$ cat src/fel_pkg.sv
// fel_pkg: shared constants, types and code table of the line coder
package fel_pkg;
  localparam logic [4:0] SYM_I = 5'h1f;
  localparam logic [4:0] SYM_J = 5'h18;
  localparam logic [4:0] SYM_K = 5'h11;
  localparam logic [4:0] SYM_T = 5'h0d;
  localparam logic [4:0] SYM_R = 5'h07;
  localparam logic [9:0] SYM_JK = 10'h311;
  localparam logic [3:0] NIB_PRE = 4'h5;
  localparam logic [2:0] SYM_LAST = 3'h4;
  localparam logic [2:0] JK_WAIT = 3'h6;
  localparam logic [4:0] LOCK_CNT = 5'h1d;
  localparam logic [10:0] SCR_SEED = 11'h7ff;
  localparam int SCR_TAP_A = 10;
  localparam int SCR_TAP_B = 8;
  localparam logic [1:0] NIB_LAST = 2'h3;
  localparam logic [4:0] ENC_TAB [16] = '{
    5'h1e, 5'h09, 5'h14, 5'h15, 5'h0a, 5'h0b, 5'h0e, 5'h0f,
    5'h12, 5'h13, 5'h16, 5'h17, 5'h1a, 5'h1b, 5'h1c, 5'h1d};

  typedef struct packed {
    logic last;
    logic [3:0] data;
  } fel_txw_t;

  typedef struct packed {
    logic valid;
    logic err;
    logic [3:0] data;
  } fel_rxw_t;

  typedef enum logic [1:0] {LVL_ZERO = 2'h0, LVL_POS = 2'h1, LVL_NEG = 2'h3} fel_lvl_t;

  typedef enum logic [4:0] {TX_IDLE = 5'h01, TX_K = 5'h02, TX_DATA = 5'h04,
    TX_T = 5'h08, TX_R = 5'h10} fel_txst_t;

  typedef enum logic [4:0] {RX_IDLE = 5'h01, RX_CHK = 5'h02, RX_FRAME = 5'h04,
    RX_END = 5'h08, RX_BAD = 5'h10} fel_rxst_t;

  // returns {ok, nibble}; ok low for control and invalid groups
  function automatic logic [4:0] fel_dec(input logic [4:0] sym);
    logic [4:0] res;
    res = 5'h00;
    for (int i = 0; i < 16; i++)
    begin
      if (ENC_TAB[i] == sym)
      begin
        res = {1'b1, 4'(i)};
      end
    end
    return res;
  endfunction
endpackage

$ cat src/fel_line_coder.sv
// fel_line_coder: 100 Mbps 4B/5B, scrambler, MLT-3 and 10 Mbps Manchester datapath
module fel_line_coder (
  input wire logic clk_in,
  input wire logic reset_in,
  input wire logic clk_en_in,
  input wire logic speed100_in,
  input wire logic link_ok_in,
  input wire logic tx_valid_in,
  input wire fel_pkg::fel_txw_t tx_word_in,
  output logic tx_ready_out,
  output fel_pkg::fel_lvl_t mlt_level_out,
  output logic man_level_out,
  output logic man_en_out,
  output logic man_weak_out,
  input wire fel_pkg::fel_lvl_t rx_level_in,
  input wire logic rx_man_in,
  input wire logic rx_man_act_in,
  output fel_pkg::fel_rxw_t rx_word_out,
  output logic rx_locked_out
);
  import fel_pkg::*;

  // two-entry transmit buffer
  fel_txw_t buf_r [2];
  logic [1:0] wr_ptr_r;
  logic [1:0] rd_ptr_r;
  logic pop100;
  logic pop10;
  wire logic [1:0] fill = wr_ptr_r - rd_ptr_r;
  wire logic buf_full = (fill == 2'h2);
  wire logic head_ok = (fill != 2'h0);
  wire fel_txw_t head = buf_r[rd_ptr_r[0]];
  wire logic push = clk_en_in && tx_valid_in && !buf_full;
  wire logic pop = clk_en_in && (speed100_in ? pop100 : pop10);
  assign tx_ready_out = !buf_full;

  always_ff @(posedge clk_in)
  begin
    if (push)
    begin
      buf_r[wr_ptr_r[0]] <= tx_word_in;
    end
  end

  always_ff @(posedge clk_in or posedge reset_in)
  begin
    if (reset_in)
    begin
      wr_ptr_r <= 2'h0;
      rd_ptr_r <= 2'h0;
    end
    else
    begin
      wr_ptr_r <= wr_ptr_r + {1'b0, push};
      rd_ptr_r <= rd_ptr_r + {1'b0, pop};
    end
  end

  // 100 Mbps transmit: symbol select, serialise, scramble, MLT-3
  fel_txst_t tx_st_r;
  fel_txst_t tx_st_nxt;
  logic [4:0] sh_r;
  logic [4:0] sym_nxt;
  logic [2:0] bit_r;
  logic [10:0] scr_r;
  fel_lvl_t mlt_r;
  logic mlt_dir_r;
  wire logic run100 = clk_en_in && speed100_in;
  wire logic sym_end = (bit_r == SYM_LAST);
  wire logic scr_bit = scr_r[SCR_TAP_A] ^ scr_r[SCR_TAP_B];
  wire logic line_bit = sh_r[4] ^ scr_bit;
  wire fel_lvl_t mlt_step = (mlt_r != LVL_ZERO) ? LVL_ZERO :
    (mlt_dir_r ? LVL_POS : LVL_NEG);
  wire logic dir_nxt = (mlt_r == LVL_NEG) ? 1'b1 : (mlt_r == LVL_POS) ? 1'b0 : mlt_dir_r;

  always_comb
  begin
    tx_st_nxt = tx_st_r;
    sym_nxt = SYM_I;
    pop100 = 1'b0;
    case (tx_st_r)
      TX_IDLE:
        if (head_ok)
        begin
          sym_nxt = SYM_J;
          pop100 = sym_end;
          tx_st_nxt = TX_K;
        end
      TX_K:
      begin
        sym_nxt = SYM_K;
        pop100 = sym_end && head_ok;
        tx_st_nxt = TX_DATA;
      end
      TX_DATA:
        if (head_ok)
        begin
          // the J and K groups stand in for the first byte; every later nibble goes through the table
          sym_nxt = ENC_TAB[head.data];
          pop100 = sym_end;
          tx_st_nxt = head.last ? TX_T : TX_DATA;
        end
        else
        begin
          // underrun ends the frame cleanly rather than sending junk
          sym_nxt = SYM_T;
          tx_st_nxt = TX_R;
        end
      TX_T:
      begin
        sym_nxt = SYM_T;
        tx_st_nxt = TX_R;
      end
      TX_R:
      begin
        sym_nxt = SYM_R;
        tx_st_nxt = TX_IDLE;
      end
      default:
        tx_st_nxt = TX_IDLE;
    endcase
  end

  always_ff @(posedge clk_in or posedge reset_in)
  begin
    if (reset_in)
    begin
      tx_st_r <= TX_IDLE;
      sh_r <= SYM_I;
      bit_r <= 3'h0;
      scr_r <= SCR_SEED;
      mlt_r <= LVL_ZERO;
      mlt_dir_r <= 1'b0;
    end
    else if (run100)
    begin
      bit_r <= sym_end ? 3'h0 : bit_r + 3'h1;
      sh_r <= sym_end ? sym_nxt : {sh_r[3:0], 1'b0};
      tx_st_r <= sym_end ? tx_st_nxt : tx_st_r;
      scr_r <= {scr_r[9:0], scr_bit};
      mlt_r <= line_bit ? mlt_step : mlt_r;
      mlt_dir_r <= line_bit ? dir_nxt : mlt_dir_r;
    end
  end
  assign mlt_level_out = mlt_r;

  // 10 Mbps transmit: one Manchester half-bit per enabled cycle
  logic act10_r;
  logic last10_r;
  logic hb_r;
  logic [1:0] nb_r;
  logic [3:0] nsh_r;
  logic man_r;
  logic man_en_r;
  logic weak_r;
  wire logic run10 = clk_en_in && !speed100_in;
  wire logic nib_end = hb_r && (nb_r == NIB_LAST);
  wire logic load10 = !act10_r || (nib_end && !last10_r);
  wire logic half_lvl = hb_r ? nsh_r[0] : !nsh_r[0];
  assign pop10 = !speed100_in && head_ok && load10;

  always_ff @(posedge clk_in or posedge reset_in)
  begin
    if (reset_in)
    begin
      act10_r <= 1'b0;
      last10_r <= 1'b0;
      hb_r <= 1'b0;
      nb_r <= 2'h0;
      nsh_r <= 4'h0;
    end
    else if (run10)
    begin
      hb_r <= act10_r && !hb_r;
      nb_r <= (act10_r && hb_r) ? nb_r + 2'h1 : nb_r;
      nsh_r <= (act10_r && hb_r) ? {1'b0, nsh_r[3:1]} : nsh_r;
      if (load10 && head_ok)
      begin
        act10_r <= 1'b1;
        last10_r <= head.last;
        nsh_r <= head.data;
        hb_r <= 1'b0;
        nb_r <= 2'h0;
      end
      else if (nib_end)
      begin
        act10_r <= 1'b0;
      end
    end
  end

  always_ff @(posedge clk_in or posedge reset_in)
  begin
    if (reset_in)
    begin
      man_r <= 1'b0;
      man_en_r <= 1'b0;
      weak_r <= 1'b0;
    end
    else if (run10)
    begin
      // boundary edge appears only when adjacent bits match
      man_r <= act10_r ? half_lvl : man_r;
      man_en_r <= act10_r;
      // equal to previous half means second half of a wide pulse
      weak_r <= act10_r && man_en_r && (half_lvl == man_r);
    end
  end
  assign man_level_out = man_r;
  assign man_en_out = man_en_r;
  assign man_weak_out = weak_r;

  // 100 Mbps receive: MLT-3 decode, descrambler lock, symbol framing
  fel_lvl_t rx_prev_r;
  logic [10:0] rscr_r;
  logic [4:0] lk_r;
  logic locked_r;
  logic [9:0] rw_r;
  fel_rxst_t rx_st_r;
  fel_rxst_t rx_st_nxt;
  logic [2:0] cnt_r;
  logic [2:0] cnt_nxt;
  logic pre_r;
  logic pre_nxt;
  fel_rxw_t rx100_w;
  fel_rxw_t rx_word_r;
  wire logic nrz = (rx_level_in != rx_prev_r);
  wire logic pred = rscr_r[SCR_TAP_A] ^ rscr_r[SCR_TAP_B];
  wire logic key_bit = locked_r ? pred : !nrz;
  wire logic dbit = nrz ^ pred;
  wire logic [9:0] rw_nxt = {rw_r[8:0], dbit};
  wire logic [4:0] sym_rx = rw_nxt[4:0];
  wire logic [4:0] dec = fel_dec(sym_rx);
  wire logic in_frame = (rx_st_r == RX_CHK) || (rx_st_r == RX_FRAME) || (rx_st_r == RX_END);
  wire logic at_sym = (cnt_r == SYM_LAST);

  always_ff @(posedge clk_in or posedge reset_in)
  begin
    if (reset_in)
    begin
      rx_prev_r <= LVL_ZERO;
      rscr_r <= SCR_SEED;
      lk_r <= 5'h00;
      locked_r <= 1'b0;
      rw_r <= 10'h3ff;
    end
    else if (run100)
    begin
      rx_prev_r <= rx_level_in;
      rscr_r <= {rscr_r[9:0], key_bit};
      lk_r <= (!locked_r && key_bit == pred && link_ok_in) ? lk_r + 5'h01 : 5'h00;
      locked_r <= link_ok_in && (locked_r || lk_r == LOCK_CNT);
      rw_r <= rw_nxt;
    end
  end
  assign rx_locked_out = locked_r;

  always_comb
  begin
    rx_st_nxt = rx_st_r;
    cnt_nxt = cnt_r + 3'h1;
    pre_nxt = 1'b0;
    rx100_w = '0;
    if (pre_r)
    begin
      rx100_w.valid = 1'b1;
      rx100_w.data = NIB_PRE;
    end
    case (rx_st_r)
      RX_IDLE:
      begin
        cnt_nxt = 3'h0;
        rx_st_nxt = dbit ? RX_IDLE : RX_CHK;
      end
      RX_CHK:
        if (cnt_r == JK_WAIT)
        begin
          cnt_nxt = 3'h0;
          if (rw_nxt == SYM_JK)
          begin
            rx_st_nxt = RX_FRAME;
            rx100_w.valid = 1'b1;
            rx100_w.data = NIB_PRE;
            pre_nxt = 1'b1;
          end
          else
          begin
            rx100_w.err = 1'b1;
            rx_st_nxt = RX_BAD;
          end
        end
      RX_FRAME:
        if (at_sym)
        begin
          cnt_nxt = 3'h0;
          if (dec[4])
          begin
            rx100_w.valid = 1'b1;
            rx100_w.data = dec[3:0];
          end
          else if (sym_rx == SYM_T)
          begin
            rx_st_nxt = RX_END;
          end
          else if (sym_rx == SYM_I)
          begin
            rx100_w.err = 1'b1;
            rx_st_nxt = RX_IDLE;
          end
          else
          begin
            rx100_w.err = 1'b1;
          end
        end
      RX_END:
        if (at_sym)
        begin
          cnt_nxt = 3'h0;
          rx_st_nxt = RX_IDLE;
          rx100_w.err = (sym_rx != SYM_R);
        end
      RX_BAD:
      begin
        cnt_nxt = 3'h0;
        rx_st_nxt = (sym_rx == SYM_I) ? RX_IDLE : RX_BAD;
      end
      default:
        rx_st_nxt = RX_IDLE;
    endcase
    if (!link_ok_in && in_frame)
    begin
      rx100_w.err = 1'b1;
      rx_st_nxt = RX_IDLE;
    end
    else if (!locked_r)
    begin
      rx_st_nxt = RX_IDLE;
    end
  end

  // 10 Mbps receive: second-half sample is the bit value
  logic rhb_r;
  logic [1:0] rnb_r;
  logic [3:0] rnsh_r;
  wire logic [3:0] rnib = {rx_man_in, rnsh_r[3:1]};
  wire logic rx10_v = rx_man_act_in && rhb_r && (rnb_r == NIB_LAST);
  wire fel_rxw_t rx10_w = '{valid: rx10_v, err: 1'b0, data: rnib};

  always_ff @(posedge clk_in or posedge reset_in)
  begin
    if (reset_in)
    begin
      rhb_r <= 1'b0;
      rnb_r <= 2'h0;
      rnsh_r <= 4'h0;
    end
    else if (run10)
    begin
      rhb_r <= rx_man_act_in && !rhb_r;
      rnb_r <= !rx_man_act_in ? 2'h0 : rhb_r ? rnb_r + 2'h1 : rnb_r;
      rnsh_r <= (rx_man_act_in && rhb_r) ? rnib : rnsh_r;
    end
  end

  always_ff @(posedge clk_in or posedge reset_in)
  begin
    if (reset_in)
    begin
      rx_st_r <= RX_IDLE;
      cnt_r <= 3'h0;
      pre_r <= 1'b0;
      rx_word_r <= '0;
    end
    else if (clk_en_in)
    begin
      rx_st_r <= speed100_in ? rx_st_nxt : RX_IDLE;
      cnt_r <= speed100_in ? cnt_nxt : 3'h0;
      pre_r <= speed100_in && pre_nxt;
      rx_word_r <= speed100_in ? rx100_w : rx10_w;
    end
  end
  assign rx_word_out = rx_word_r;
endmodule // fel_line_coder

$ cat config.mk
export PLATFORM = sky130hd
export DESIGN_NAME = fel_line_coder
export DESIGN_NICKNAME = d
export VERILOG_FILES = /design/src/fel_pkg.sv /design/src/fel_line_coder.sv
export SDC_FILE = /design/constraint.sdc
export NUM_CORES = 1
export LEC_CHECK = 0
export ABC_CLOCK_PERIOD_IN_PS = 2950
export BUFFER_PORTS_ARGS = -buffer_cell sky130_fd_sc_hd__buf_2
export CAP_MARGIN = 20
export CORE_ASPECT_RATIO = 0.6
export CORE_MARGIN = 2
export CORE_UTILIZATION = 59
export CTS_CLUSTER_DIAMETER = 60
export DETAILED_ROUTE_END_ITERATION = 10
export GPL_TIMING_DRIVEN = 0
export HOLD_SLACK_MARGIN = 0.02
export PLACE_DENSITY = 0.83
export SLEW_MARGIN = 25
export SYNTH_ARGS = -nofsm -noshare
export SYNTH_HDL_FRONTEND = slang
export SYNTH_SLANG_ARGS = --single-unit
export TNS_END_PERCENT = 10
$ cat constraint.sdc
create_clock -name clk_in -period 2.95 [get_ports clk_in]
set_input_delay 0 -clock clk_in [delete_from_list [all_inputs] [get_ports clk_in]]
set_output_delay 0 -clock clk_in [all_outputs]
set_load 0.03 [all_outputs]
==> flow_summary.json <==
{
  "hold_path.class": "in2async",
  "ctsHtreeMaxLevel": 3,
  "post-route-period-util": 0.7744,
  "starting_drc_count_in_detailed_routing": 508,
  "p_int_mw": 3.000,
  "root_buffer": "clkbuf_16",
  "synth_enable_flop_cells": 10,
  "power_density_nw_per_um2": 791.5,
  "postSynth.asyncResetShare": 0.9020,
  "post-place-cells": 704,
  "finalInstanceArea_um2": 6037,
  "drive_above_1_share": 0.1787,
  "fin_cells": 733,
  "ctsResizeCount": 0,
  "power.share.clock": 0.250,
  "syn_to_final_growth_pct": 13.74,
  "tritoncts_buffer_count": 9,
  "cp-end-kind": "flip-flop",
  "postSynthRegisterBits": 102,
  "multi_input_comb_area_um2": 2430,
  "slew_viol_final": 0,
  "netlist_area_um2": 5308,
  "setup_tns_ns": 0,
  "timing.final.hold_violations": 0,
  "fin_worst_skew_ns": 0.005955,
  "grt_start_max_net_pins": 76,
  "clock_latency_ns": 0.35,
  "drt_pass1_iterations": 5,
  "power.switching_fraction": 0.3721,
  "final_nets": 643,
  "setup.reg_to_reg.worst_slack_ns": 0.71,
  "clk_transition_reported_paths_ns": 0.07,
  "ys_top_cells_by_count": "nand2_1, dfrtp_1, dfstp_2, nor2_1, o21ai_0",
  "register_area_um2": 2650,
  "tritoncts": "done",
  "period_minus_ws_final_ns": 2.285,
  "start_kind": "primary input",
  "avgViaCountPerCell": 5.873,
  "yosys.cell_count.top_type": "nand2_1",
  "synth_sequential_area_ratio": 0.4993,
  "synthDominantAreaCellType": "dfrtp_1",
  "synth.yosys.warnings": 0,
  "clock_path_buffers": 2,
  "share_seq_of_total_power": 0.431,
  "dpl-instance-area_um2": 5605,
  "synth.top_cells.by_area": "dfrtp_1, dfstp_2, nand2_1",
  "drcViolationCount": 0,
  "rows": 26,
  "ys_dominant_reg_cell": "dfrtp_1",
  "synth.lib_cells_used.distinct": 67,
  "holdWs_ns": 0.1256,
  "grt_pass1_wl_um": 19860,
  "relative_slew_slack": 0.4853,
  "drt-total-wl_um": 11920,
  "route.antenna.remaining_nets": 0,
  "number_of_antenna_violations_at_the_first_check_in_global_routing": 0,
  "post_cts.repair.setup_buffers": 0,
  "tot_pwr_mw": 4.778,
  "yosysTopAreaCellShare": 0.2546,
  "floorplan.die_area_um2": 9796,
  "dr_total_vias": 4305,
  "maxCapViolCount": 0,
  "required_ns": 3.20,
  "n_antenna_cell": 0,
  "floorplan.io_pins": 28,
  "clock_sink_count": 102,
  "vdd_drop_max_mv": 0.5630,
  "combinationalPowerShare": 0.319,
  "detailed_place_hpwl_um": 8338,
  "leakagePower_nw": 2.654,
  "gp_congestion": 0.8514,
  "buffer_ports.inserted": 25,
  "max_clock_freq_mhz": 437.7,
  "routedWlPerCell_um": 16.26,
  "syn-instance-count": 566,
  "syn-mean-instance-area_um2": 9.377,
  "worstPathArrival_ns": 2.54,
  "critical_path.max_fanout": 10,
  "fillerInstances": 626,
  "rsz0062_at_grt": "no",
  "setup-violations-final": 0,
  "grt-ovfl-total": 0,
  "grt_util_all_layers": 0.2544,
  "slew_at_the_pin_closest_to_its_max_slew_limit_ns": 0.7692,
  "die_y_um": 77.47,
  "width_of_the_die_um": 126.4,
  "run_status": "complete, no violations",
  "first_global_vias": 4072,
  "power.switching_mw": 1.778,
  "timing_worst_setup_path_type": "in2reg",
  "core_area_um2": 8621,
  "start_util": 0.6157,
  "syn_nets": 593
}
[power by group through the flow]
stage | clock, mW | combinational [mW] | sequential (mW)
2_1_floorplan | 0 | 1.04 | 2.08
3_3_place_gp | 0 | 1.38 | 2.04
3_5_place_dp | 0 | 1.47 | 2.07
4_1_cts | 1.21 | 1.50 | 2.05
5_1_grt | 1.28 | 1.69 | 2.10
6_report | 1.19 | 1.52 | 2.06
[what timing repair did]
item	CTS	global route
setup endpoints to repair	0	0
hold endpoints to repair	78	0
hold buffers	13	0
[layer usage]
layer | share of wire | vias to the layer above | track usage
met5 | 0 | - | 0
met1 | 0.45 | 2054 | 0.3667
met3 | 0.079 | 37 | 0.06414
li1 | - | 2040 | -
met2 | 0.44 | 174 | 0.3807
met4 | 0.023 | 0 | 0.07912
[registers in the layout, indices dropped and copies added (netlist names), 2 cells and up]
| register | cells |
|---|---|
| lk_r | 5 |
| buf_r | 10 |
| tx_st_r | 5 |
| rx_st_r | 5 |
| rw_r | 9 |
| cnt_r | 3 |
| bit_r | 3 |
| rnsh_r | 3 |
| rx_word_out | 6 |
| rd_ptr_r | 2 |
| rnb_r | 2 |
| rx_prev_r | 2 |
| scr_r | 11 |
| nb_r | 2 |
| rscr_r | 11 |
| mlt_level_out | 2 |
| sh_r | 5 |
| nsh_r | 4 |
| wr_ptr_r | 2 |
[final cells by class]
cell class,count,share of cell area
Inverter,19,0.01264
Sequential cell,102,0.4390
Timing Repair Buffer,39,0.04684
Buffer,28,0.02591
Clock buffer,11,0.04373
Multi-Input combinational cell,417,0.4025
Tap cell,112,0.02321
Clock inverter,5,0.006218
[worst paths after layout]
| kind | cells after the start | from | endpoint |
|---|---|---|---|
| max in group asynchronous | 4 | reset_in | rscr_r[6] |
| setup / recovery | 8 | speed100_in | tx_st_r[3] |
| hold reg to reg | 2 | rscr_r[6] | rscr_r[7] |
| min in group clk_in | 4 | tx_valid_in | wr_ptr_r[0] |
| setup reg to reg | 6 | rscr_r[8] | rx_st_r[3] |
| hold / removal | 3 | reset_in | cnt_r[0] |
[stage by stage]
stage | setup WS, ns | util
CTS | 0.6864 | 0.7003
floorplan | 0.6209 | -
finish | 0.6655 | 0.7003
global route | 0.5917 | 0.7003
detailed placement | 0.6978 | 0.6502
global placement | -0.4324 | 0.6464
[kinds of logic (layout without fill, tap and decap cells)]
group           Yosys count  after routing  synth area share
simple gates            255            255            0.2162
compound gates          109            109            0.1339
flops                   102            102            0.4993
buf+inv                  47            102           0.04290
xor+xnor                 24             24           0.04102
mux                      17             17           0.03842
fa+ha+maj                12             12           0.02829
[cell usage in the layout, fill, tap and decap left out, drive strengths merged, types with 4 or more instances in the layout]
| cell type | n |
|---|---|
| o21ai | 41 |
| mux2 | 12 |
| xor2 | 14 |
| mux2i | 5 |
| nor3 | 17 |
| o22ai | 9 |
| nand3 | 14 |
| nand2 | 149 |
| clkbuf | 29 |
| nand2b | 8 |
| dfrtp | 54 |
| nor3b | 4 |
| dfstp | 38 |
| a31oi | 7 |
| a21oi | 21 |
| nand4 | 7 |
| or2 | 4 |
| nor2 | 34 |
| inv | 22 |
| ha | 12 |
| dlygate4sd3 | 13 |
| buf | 36 |
| edfxtp | 10 |
| xnor2 | 10 |
[worst max-delay path: stages]
cell and delay, ns:
dlygate4sd3_1 0.58, buf_8 0.14, inv_2 0.06, nor2_1 0.58, nand2_1 0.34, nor2_1 0.21, o221ai_1 0.29, o31ai_1 0.33
Note: power is estimated with default switching activity, not from simulation.
